[config.mk]
export PLATFORM = sky130hd
export DESIGN_NAME = emb_bus_ctrl
export DESIGN_NICKNAME = d
export VERILOG_FILES = /design/src/emb_pkg.sv /design/src/emb_bus_ctrl.sv /design/src/emb_cycle_clk.sv /design/src/emb_sync2.sv
export SDC_FILE = /design/constraint.sdc
export NUM_CORES = 1
export LEC_CHECK = 0
export ABC_AREA = 1
export BUFFER_PORTS_ARGS = -buffer_cell sky130_fd_sc_hd__buf_2
export CAP_MARGIN = 20
export CORE_ASPECT_RATIO = 0.7
export CORE_MARGIN = 2
export CORE_UTILIZATION = 50
export DETAILED_ROUTE_END_ITERATION = 10
export PLACE_DENSITY = 0.77
export SYNTH_ARGS = -nofsm -noshare
export SYNTH_HDL_FRONTEND = slang
export SYNTH_HIERARCHICAL = 1
export SYNTH_SLANG_ARGS = --single-unit
[constraint.sdc]
create_clock -name ref_clk -period 1.55 [get_ports ref_clk]
set_input_delay 0.0775 -clock ref_clk [delete_from_list [all_inputs] [get_ports ref_clk]]
set_output_delay 0.0775 -clock ref_clk [all_outputs]
set_load 0.01 [all_outputs]
[src/emb_pkg.sv]
// Shared constants and types for the external memory bus controller
package emb_pkg;
    // Reference clock and machine cycle timing
    localparam int REF_CLK_PERIOD_NS = 50;
    localparam int MC_DIV = 2;
    localparam int MC_CNT_W = 1;
    // Default widths
    localparam int ADDR_W_DEF = 16;
    localparam int DATA_W_DEF = 16;
    localparam int WS_W_DEF = 3;
    // Least programmed wait states before the ready input is honoured
    localparam int MIN_READY_WS = 2;
    // Values after reset
    localparam logic RST_SELECT_N = 1'b1;
    localparam logic RST_STROBE_N = 1'b1;
    localparam logic RST_DIR_READ = 1'b1;
    localparam logic RST_GRANT_N = 1'b1;
    localparam logic RST_MSC_N = 1'b1;
    localparam logic RST_FETCH_N = 1'b1;
    localparam logic RST_SYNC_HIGH = 1'b1;
    // Address spaces
    typedef enum logic [1:0] {
        EMB_SP_DATA = 2'h0,
        EMB_SP_PROG = 2'h1,
        EMB_SP_IO = 2'h2
    } emb_space_t;
endpackage

[src/emb_bus_ctrl.sv]
// External memory and I/O bus control sequencer
`timescale 1ns/10ps
// Overview of operation
// - Space selects idle high; one goes low only for an access to it.
// - A select is low exactly while the access address is valid.
// - Memory strobe idles high, low only for data or program accesses.
// - I/O strobe idles high, low only for I/O space accesses.
// - Direction line reads high, low only during an external write.
// - Ready low stretches the access; resampled each machine cycle until high.
// - Ready is honoured only with two or more wait states programmed.
// - Ready is not looked at before the software wait states end.
// - Hold request from another master makes the bus lines float once granted.
// - Hold grant is low only while the bus lines are released.
// - In hold, selects, strobes and direction line float.
// - Wait-complete low from first wait state until the last one starts.
// - Wait-complete looped to ready adds exactly one external wait state.
// - Fetch flag low while an instruction fetch address is out.
// - Output-disable low floats all control outputs and the clock output.
// - Clock output rises at each machine cycle boundary.
module emb_bus_ctrl
    import emb_pkg::*;
#(
    parameter int ADDR_W = ADDR_W_DEF,
    parameter int DATA_W = DATA_W_DEF,
    parameter int WS_W = WS_W_DEF
) (
    input wire logic ref_clk,
    input wire logic reset_n,
    input wire logic access_req,
    input wire logic [1:0] access_space,
    input wire logic access_write,
    input wire logic access_fetch,
    input wire logic [ADDR_W-1:0] access_addr,
    input wire logic [DATA_W-1:0] access_wdata,
    output logic access_done,
    output logic [DATA_W-1:0] access_rdata,
    input wire logic [WS_W-1:0] wait_states_data,
    input wire logic [WS_W-1:0] wait_states_prog,
    input wire logic [WS_W-1:0] wait_states_io,
    input wire logic ready_in,
    input wire logic hold_request_n,
    input wire logic output_disable_n,
    output logic [ADDR_W-1:0] ext_addr,
    output logic [DATA_W-1:0] ext_data_out,
    output logic ext_data_oe,
    input wire logic [DATA_W-1:0] ext_data_in,
    output logic data_space_select_n,
    output logic program_space_select_n,
    output logic io_space_select_n,
    output logic memory_access_strobe_n,
    output logic io_access_strobe_n,
    output logic read_write_dir,
    output logic bus_ctrl_oe,
    output logic bus_hold_grant_n,
    output logic wait_sequence_complete_n,
    output logic instruction_fetch_flag_n,
    output logic machine_cycle_clock_out,
    output logic status_pins_oe
);
    typedef enum logic [2:0] {
        ST_IDLE,
        ST_ACCESS,
        ST_WAIT,
        ST_READY,
        ST_HOLD
    } emb_state_t;

    emb_state_t state_r, state_nxt;
    logic tick;
    logic ready_s;
    logic hold_n_s;
    logic off_n_s;
    logic [DATA_W-1:0] data_s;
    logic [WS_W-1:0] ws_pick;
    logic [WS_W-1:0] ws_r, ws_nxt;
    logic [WS_W-1:0] wcnt_r, wcnt_nxt;
    emb_space_t space_r, space_nxt;
    logic write_r, write_nxt;
    logic fetch_r, fetch_nxt;
    logic [ADDR_W-1:0] addr_r, addr_nxt;
    logic [DATA_W-1:0] wdata_r, wdata_nxt;
    logic [DATA_W-1:0] rdata_r, rdata_nxt;
    logic done_r, done_nxt, cap_r, cap_nxt;
    logic msc_r, msc_nxt;
    logic finish;
    logic active_nxt;
    logic ds_r, ps_r, is_r, ms_r, ios_r, rw_r, iaq_r, grant_r, doe_r, boe_r, poe_r;
    logic ds_nxt, ps_nxt, is_nxt, ms_nxt, ios_nxt, rw_nxt, iaq_nxt, grant_nxt;
    logic doe_nxt, boe_nxt, poe_nxt;

    // Machine cycle timing and clock output
    // cycle clock source
    emb_cycle_clk u_cycle_clk (
        .ref_clk(ref_clk),
        .reset_n(reset_n),
        .cycle_tick(tick),
        .clk_out(machine_cycle_clock_out)
    );

    // Pin inputs cross into the ref_clk domain here
    emb_sync2 #(.WIDTH(1), .RST_VAL(RST_SYNC_HIGH)) u_sync_ready (
        .ref_clk(ref_clk),
        .reset_n(reset_n),
        .async_in(ready_in),
        .sync_out(ready_s)
    );
    emb_sync2 #(.WIDTH(1), .RST_VAL(RST_SYNC_HIGH)) u_sync_hold (
        .ref_clk(ref_clk),
        .reset_n(reset_n),
        .async_in(hold_request_n),
        .sync_out(hold_n_s)
    );
    emb_sync2 #(.WIDTH(1), .RST_VAL(RST_SYNC_HIGH)) u_sync_off (
        .ref_clk(ref_clk),
        .reset_n(reset_n),
        .async_in(output_disable_n),
        .sync_out(off_n_s)
    );
    emb_sync2 #(.WIDTH(DATA_W), .RST_VAL(1'b0)) u_sync_data (
        .ref_clk(ref_clk),
        .reset_n(reset_n),
        .async_in(ext_data_in),
        .sync_out(data_s)
    );

    // Wait state count chosen by the requested space
    // per-space wait states
    always_comb begin
        case (access_space)
            EMB_SP_DATA: ws_pick = wait_states_data;
            EMB_SP_PROG: ws_pick = wait_states_prog;
            default: ws_pick = wait_states_io;
        endcase
    end

    // Access sequencer; moves only on machine cycle boundaries
    always_comb begin
        state_nxt = state_r;
        ws_nxt = ws_r;
        wcnt_nxt = wcnt_r;
        space_nxt = space_r;
        write_nxt = write_r;
        fetch_nxt = fetch_r;
        addr_nxt = addr_r;
        wdata_nxt = wdata_r;
        rdata_nxt = rdata_r;
        msc_nxt = msc_r;
        finish = 1'b0;
        if (tick) begin
            case (state_r)
                ST_IDLE: begin
                    if (!hold_n_s) begin
                        state_nxt = ST_HOLD;
                    end else if (access_req && !done_r) begin // Not while done still stands
                        state_nxt = ST_ACCESS;
                        ws_nxt = ws_pick;
                        space_nxt = (access_space == 2'h3) ? EMB_SP_IO : emb_space_t'(access_space);
                        write_nxt = access_write;
                        fetch_nxt = access_fetch;
                        addr_nxt = access_addr;
                        wdata_nxt = access_wdata;
                    end
                end
                ST_ACCESS: begin
                    if (ws_r == '0) begin
                        finish = 1'b1;
                    end else begin
                        state_nxt = ST_WAIT;
                        wcnt_nxt = ws_r;
                        msc_nxt = !(ws_r >= WS_W'(MIN_READY_WS));
                    end
                end
                ST_WAIT: begin
                    if (wcnt_r > WS_W'(1)) begin
                        wcnt_nxt = wcnt_r - 1'b1;
                        // released as last wait state starts
                        if (wcnt_r == WS_W'(2)) begin
                            msc_nxt = 1'b1;
                        end
                    // ready honoured only with enough wait states
                    // sampled only after the software waits
                    end else if (ws_r >= WS_W'(MIN_READY_WS) && !ready_s) begin
                        state_nxt = ST_READY;
                    end else begin
                        finish = 1'b1;
                    end
                end
                ST_READY: begin
                    // loopback lag yields one external wait
                    if (ready_s) begin
                        finish = 1'b1;
                    end
                end
                ST_HOLD: begin
                    // bus returns once the request is removed
                    if (hold_n_s) begin
                        state_nxt = ST_IDLE;
                    end
                end
                default: state_nxt = ST_IDLE;
            endcase
        end
        if (finish) begin
            state_nxt = ST_IDLE;
            msc_nxt = RST_MSC_N;
        end
        // Capture one edge late so the synced sample lies inside the select window
        if (cap_r && !write_r) begin
            rdata_nxt = data_s;
        end
        cap_nxt = finish;
        done_nxt = cap_r;
    end

    // Pin levels follow the next state so each pin is a flop output
    always_comb begin
        active_nxt = (state_nxt == ST_ACCESS) || (state_nxt == ST_WAIT)
            || (state_nxt == ST_READY);
        // one select, only for the space in use
        // select low for the whole address phase
        ds_nxt = !(active_nxt && space_nxt == EMB_SP_DATA);
        ps_nxt = !(active_nxt && space_nxt == EMB_SP_PROG);
        is_nxt = !(active_nxt && space_nxt == EMB_SP_IO);
        // memory strobe for data or program space
        ms_nxt = !(active_nxt && space_nxt != EMB_SP_IO);
        ios_nxt = !(active_nxt && space_nxt == EMB_SP_IO);
        // direction low only during a write
        rw_nxt = !(active_nxt && write_nxt);
        // fetch flag with an instruction address out
        iaq_nxt = !(active_nxt && fetch_nxt);
        grant_nxt = (state_nxt != ST_HOLD);
        // everything floats while outputs are disabled
        boe_nxt = off_n_s && (state_nxt != ST_HOLD);
        doe_nxt = boe_nxt && active_nxt && write_nxt;
        poe_nxt = off_n_s;
    end

    // Sequencer and pin registers
    always_ff @(posedge ref_clk or negedge reset_n) begin
        if (!reset_n) begin
            state_r <= ST_IDLE;
            ws_r <= '0;
            wcnt_r <= '0;
            space_r <= EMB_SP_DATA;
            write_r <= 1'b0;
            fetch_r <= 1'b0;
            addr_r <= '0;
            wdata_r <= '0;
            rdata_r <= '0;
            done_r <= 1'b0;
            cap_r <= 1'b0;
            msc_r <= RST_MSC_N;
            ds_r <= RST_SELECT_N;
            ps_r <= RST_SELECT_N;
            is_r <= RST_SELECT_N;
            ms_r <= RST_STROBE_N;
            ios_r <= RST_STROBE_N;
            rw_r <= RST_DIR_READ;
            iaq_r <= RST_FETCH_N;
            grant_r <= RST_GRANT_N;
            boe_r <= 1'b0;
            doe_r <= 1'b0;
            poe_r <= 1'b0;
        end else begin
            state_r <= state_nxt;
            ws_r <= ws_nxt;
            wcnt_r <= wcnt_nxt;
            space_r <= space_nxt;
            write_r <= write_nxt;
            fetch_r <= fetch_nxt;
            addr_r <= addr_nxt;
            wdata_r <= wdata_nxt;
            rdata_r <= rdata_nxt;
            done_r <= done_nxt;
            cap_r <= cap_nxt;
            msc_r <= msc_nxt;
            ds_r <= ds_nxt;
            ps_r <= ps_nxt;
            is_r <= is_nxt;
            ms_r <= ms_nxt;
            ios_r <= ios_nxt;
            rw_r <= rw_nxt;
            iaq_r <= iaq_nxt;
            grant_r <= grant_nxt;
            boe_r <= boe_nxt;
            doe_r <= doe_nxt;
            poe_r <= poe_nxt;
        end
    end

    assign access_done = done_r;
    assign access_rdata = rdata_r;
    assign ext_addr = addr_r;
    assign ext_data_out = wdata_r;
    assign ext_data_oe = doe_r;
    assign data_space_select_n = ds_r;
    assign program_space_select_n = ps_r;
    assign io_space_select_n = is_r;
    assign memory_access_strobe_n = ms_r;
    assign io_access_strobe_n = ios_r;
    assign read_write_dir = rw_r;
    assign bus_ctrl_oe = boe_r;
    assign bus_hold_grant_n = grant_r;
    assign wait_sequence_complete_n = msc_r;
    assign instruction_fetch_flag_n = iaq_r;
    assign status_pins_oe = poe_r;
endmodule

[src/emb_cycle_clk.sv]
// Machine cycle clock generator and cycle boundary tick
`timescale 1ns/10ps
module emb_cycle_clk
    import emb_pkg::*;
(
    input wire logic ref_clk,
    input wire logic reset_n,
    output logic cycle_tick,
    output logic clk_out
);
    logic [MC_CNT_W-1:0] phase_r;
    logic [MC_CNT_W-1:0] phase_nxt;
    logic clk_r;
    logic clk_nxt;

    // Phase wraps each machine cycle; clock rises as a cycle starts
    always_comb begin
        if (phase_r == MC_CNT_W'(MC_DIV - 1)) begin
            phase_nxt = '0;
        end else begin
            phase_nxt = phase_r + 1'b1;
        end
        clk_nxt = (phase_nxt < MC_CNT_W'(MC_DIV / 2));
    end

    always_ff @(posedge ref_clk or negedge reset_n) begin
        if (!reset_n) begin
            phase_r <= '0;
            clk_r <= 1'b0;
        end else begin
            phase_r <= phase_nxt;
            clk_r <= clk_nxt;
        end
    end

    assign cycle_tick = (phase_r == MC_CNT_W'(MC_DIV - 1));
    assign clk_out = clk_r;
endmodule

[src/emb_sync2.sv]
// Two flip-flop synchroniser for pin inputs
`timescale 1ns/10ps
module emb_sync2
    import emb_pkg::*;
#(
    parameter int WIDTH = 1,
    parameter logic RST_VAL = 1'b0
) (
    input wire logic ref_clk,
    input wire logic reset_n,
    input wire logic [WIDTH-1:0] async_in,
    output logic [WIDTH-1:0] sync_out
);
    logic [WIDTH-1:0] meta_r;
    logic [WIDTH-1:0] meta_nxt;
    logic [WIDTH-1:0] sync_r;
    logic [WIDTH-1:0] sync_nxt;

    // First stage feeds only the second stage
    always_comb begin
        meta_nxt = async_in;
        sync_nxt = meta_r;
    end

    always_ff @(posedge ref_clk or negedge reset_n) begin
        if (!reset_n) begin
            meta_r <= {WIDTH{RST_VAL}};
            sync_r <= {WIDTH{RST_VAL}};
        end else begin
            meta_r <= meta_nxt;
            sync_r <= sync_nxt;
        end
    end

    assign sync_out = sync_r;
endmodule

==> flow_metrics.env <==
export IMPL_dp_hpwl_um=6020
export IMPL_hp_class="input port to flip-flop"
export IMPL_hold_start="access_space[0]"
export IMPL_drive_above_1_share_pct=39.9
export IMPL_hold_end="ws_r[2]"
export IMPL_timing_rr_start="state_r[2]"
export IMPL_cts_buffers=17
export IMPL_die_w_um=113
export IMPL_totalWireLength_um=10300
export IMPL_clock_skew_ns=0.00726
export IMPL_placed_cell_area_um2=5000
export IMPL_gr_total_overflow=0
export IMPL_ff_latch_area_um2=2870
export IMPL_cts_htree_levels=4
export IMPL_r2r_end="bus_ctrl_oe"
export IMPL_cts_root_buf="clkbuf_16"
export IMPL_maxUsedRoutingLayer="met4"
export IMPL_wl_met1_um=4140
export IMPL_avgRoutedWirePerCell_um=14.8
export IMPL_grt_first_pass_wirelength_um=16600
export IMPL_postRouteAntennaNets=0
export IMPL_avgSynthCellArea_um2=11.3
export IMPL_path_cells="nor3_4, buf_4, nand3_1, nand2_1, nand2_2, nand2_2, nand3_1, nand2_1, inv_1"
export IMPL_worst_pin_slew_ns=0.482
export IMPL_required_ns=1.84
export IMPL_fmax_ghz=0.662
export IMPL_start_util_pct=52.2
export IMPL_power_density_nw_per_um2=1770
export IMPL_dieArea_um2=9040
export IMPL_path_class="flip-flop to flip-flop"
export IMPL_cts_tree="done"
export IMPL_period_share_pct=97.4
export IMPL_crit_slowest_cell="dfrtp_2"
export IMPL_ioPinCount=129
export IMPL_vias=3428
export IMPL_ys_seq_area_share_pct=69.3
export IMPL_rsz0062_at_grt="yes"
export IMPL_met3_length_um=868
export IMPL_ys_ff_latch=114
export IMPL_worst_r2r_cell_count=9
export IMPL_core_um2=7940
export IMPL_path_clk_slew_ns=0.05
export IMPL_startpoint_type="flip-flop"
export IMPL_status="finished, final reports clean"
export IMPL_drv_slew=0
export IMPL_antennaDiodeCount=0
export IMPL_grt_max_degree=37
export IMPL_layout_common_cells="nand2_1 (130), buf_2 (127), dfrtp_1 (98)"
export IMPL_antenna_found_initial=0
export IMPL_synth_cell_type_count=32
export IMPL_fin_crit_ns=1.51
export IMPL_area_delta_synth_final_pct=51.9
export IMPL_fin_area_um2=6290
export IMPL_fin_nets=658
export IMPL_drv_cap=0
export IMPL_track_usage_pct=24.4
export IMPL_crit_fanout=5
export IMPL_wl_met2_um=5190
export IMPL_ir_drop_v=0.00148
export IMPL_port_buffers=128
export IMPL_layout_commonest_cell="nand2_1"
export IMPL_die_y_um=80.1
export IMPL_grt_pass1_vias=3486
export IMPL_first_pass_iters=4
export IMPL_min_delay_path_depth=4
export IMPL_fp_row_count=27
export IMPL_synth_warnings=6
export IMPL_n_fill_cell=476
export IMPL_maxSlewHeadroom_pct=67.9
export IMPL_setup_violations=0
export IMPL_final_core_utilization_pct=79.2
export IMPL_critPathMaxStageDelay_ns=0.45
export IMPL_synthesis_nets=435
export IMPL_drtIter0Drc=143
export IMPL_syn_area_um2=4140
export IMPL_clock_latency_ns=0.40
export IMPL_cts_buffer_depth=2
export IMPL_hold_viol=0
export IMPL_reg2reg_slack_ns=0.04
export IMPL_p_leak_nw=3.29
export IMPL_gp_congestion=0.831
export IMPL_viasPerCell=4.90
export IMPL_cp_arrival_ns=1.80
export IMPL_end_kind="flip-flop"
export IMPL_cts_sinks=114
export IMPL_multi_input_area_um2=1160
export IMPL_crit_path_start="state_r[2]"
export IMPL_post_route_drc_count=0
export IMPL_synthCells=365
==> through the flow <==
step | setup TNS [ns] | total power (W) | std cells | worst slack (ns) | hold slack (ns)
global placement | 0 | 0.00718 | 599 | 0.0590 | 0.0556
CTS | -0.00271 | 0.0110 | 692 | -0.00271 | 0.00000783
global route | -0.0414 | 0.0118 | 700 | -0.0274 | 0.0295
floorplan | 0 | 0.00603 | 365 | 0.126 | -0.218
detailed placement | -0.0502 | 0.00731 | 599 | -0.0502 | 0.0627
finish | 0 | 0.0112 | 700 | 0.0399 | 0.0175
==> area by class of cell <==
type                            count  share of cell area, %
Sequential cell                   114                   45.7
Timing Repair Buffer              214                   23.7
Multi-Input combinational cell    216                   18.4
Clock buffer                       25                   8.04
Tap cell                          101                   2.01
Inverter                           25                   1.69
Clock inverter                      5                  0.438
==> power by group <==
part	internal [W]	leakage (nW)	switching [W]
combinational	0.00147	1.65	0.00185
sequential	0.00391	1.37	0.000494
clock	0.00222	0.265	0.00121
total	0.00760	3.29	0.00355
==> critical path: cells and delay by family, from the launching register on <==
| family | cells | cell delay (ns) |
|---|---|---|
| DFF | 1 | 0.45 |
| and+or+nand+nor | 7 | 0.77 |
| buffers and inverters | 2 | 0.18 |
==> synthesized netlist by cell type (all sizes together) <==
cell type  number  area share (%)
a21oi           4            0.48
a31oi           1            0.15
a41oi           3            0.63
buf             7             1.3
clkbuf          3            0.27
clkinv          1            0.21
dfrtp         100              60
dfstp          14             8.9
ha              3            0.91
inv            24             2.2
mux2           16             4.4
nand2         137              13
nand3          15             2.7
nand3b          1            0.18
nand4           1            0.15
nor2           20             2.2
nor3            2            0.36
o21ai          11             1.6
o22ai           1            0.15
or2             1            0.15
==> cell families (layout without fill, tap and decap cells) <==
| family | Yosys count | in the layout | share of synthesized area (%) |
|---|---|---|---|
| multiplexers | 16 | 16 | 4.35 |
| adder cells (fa/ha/maj) | 3 | 3 | 0.907 |
| AND/OR/NAND/NOR | 177 | 177 | 18.5 |
| AO/OA/AOI/OAI | 20 | 20 | 3.02 |
| flip-flops | 114 | 114 | 69.3 |
| buffers and inverters | 35 | 269 | 3.93 |
==> layer usage <==
| metal | track usage [%] | vias to the layer above |
|---|---|---|
| met4 | 6.83 | 0 |
| met2 | 41.5 | 162 |
| met3 | 9.51 | 19 |
| met1 | 29.5 | 1655 |
| met5 | 0 | - |
| li1 | - | 1592 |
==> sequential cells by signal, summed over array words and instances (netlist names), 2 cells and up <==
name / count
state_r: 3
u_sync_data/sync_out: 16
ext_addr: 16
u_sync_data/meta_r: 16
ws_r: 3
ext_data_out: 16
wcnt_r: 3
access_rdata: 16
space_r: 2
==> how the worst max path moves through the flow <==
stage | slack, ns | depth (start not counted) | end
2_1_floorplan | 0.13 | 11 | bus_ctrl_oe
3_3_place_gp | 0.06 | 7 | wcnt_r[2]
3_5_place_dp | -0.05 | 7 | wcnt_r[2]
4_1_cts | -0.003 | 11 | ext_data_oe
5_1_grt | -0.03 | 10 | bus_ctrl_oe
6_report | 0.04 | 9 | bus_ctrl_oe
==> timing repair <==
action | CTS | global route
cloned | 0 | 0
hold buffers | 63 | 0
buffers inserted | 0 | 8
pin swaps | 1 | 5
hold endpoints to repair | 90 | 0
gates resized for setup | 6 | 14
endpoints found under the setup margin | 4 | 12
(Power assumes the default switching activity.)
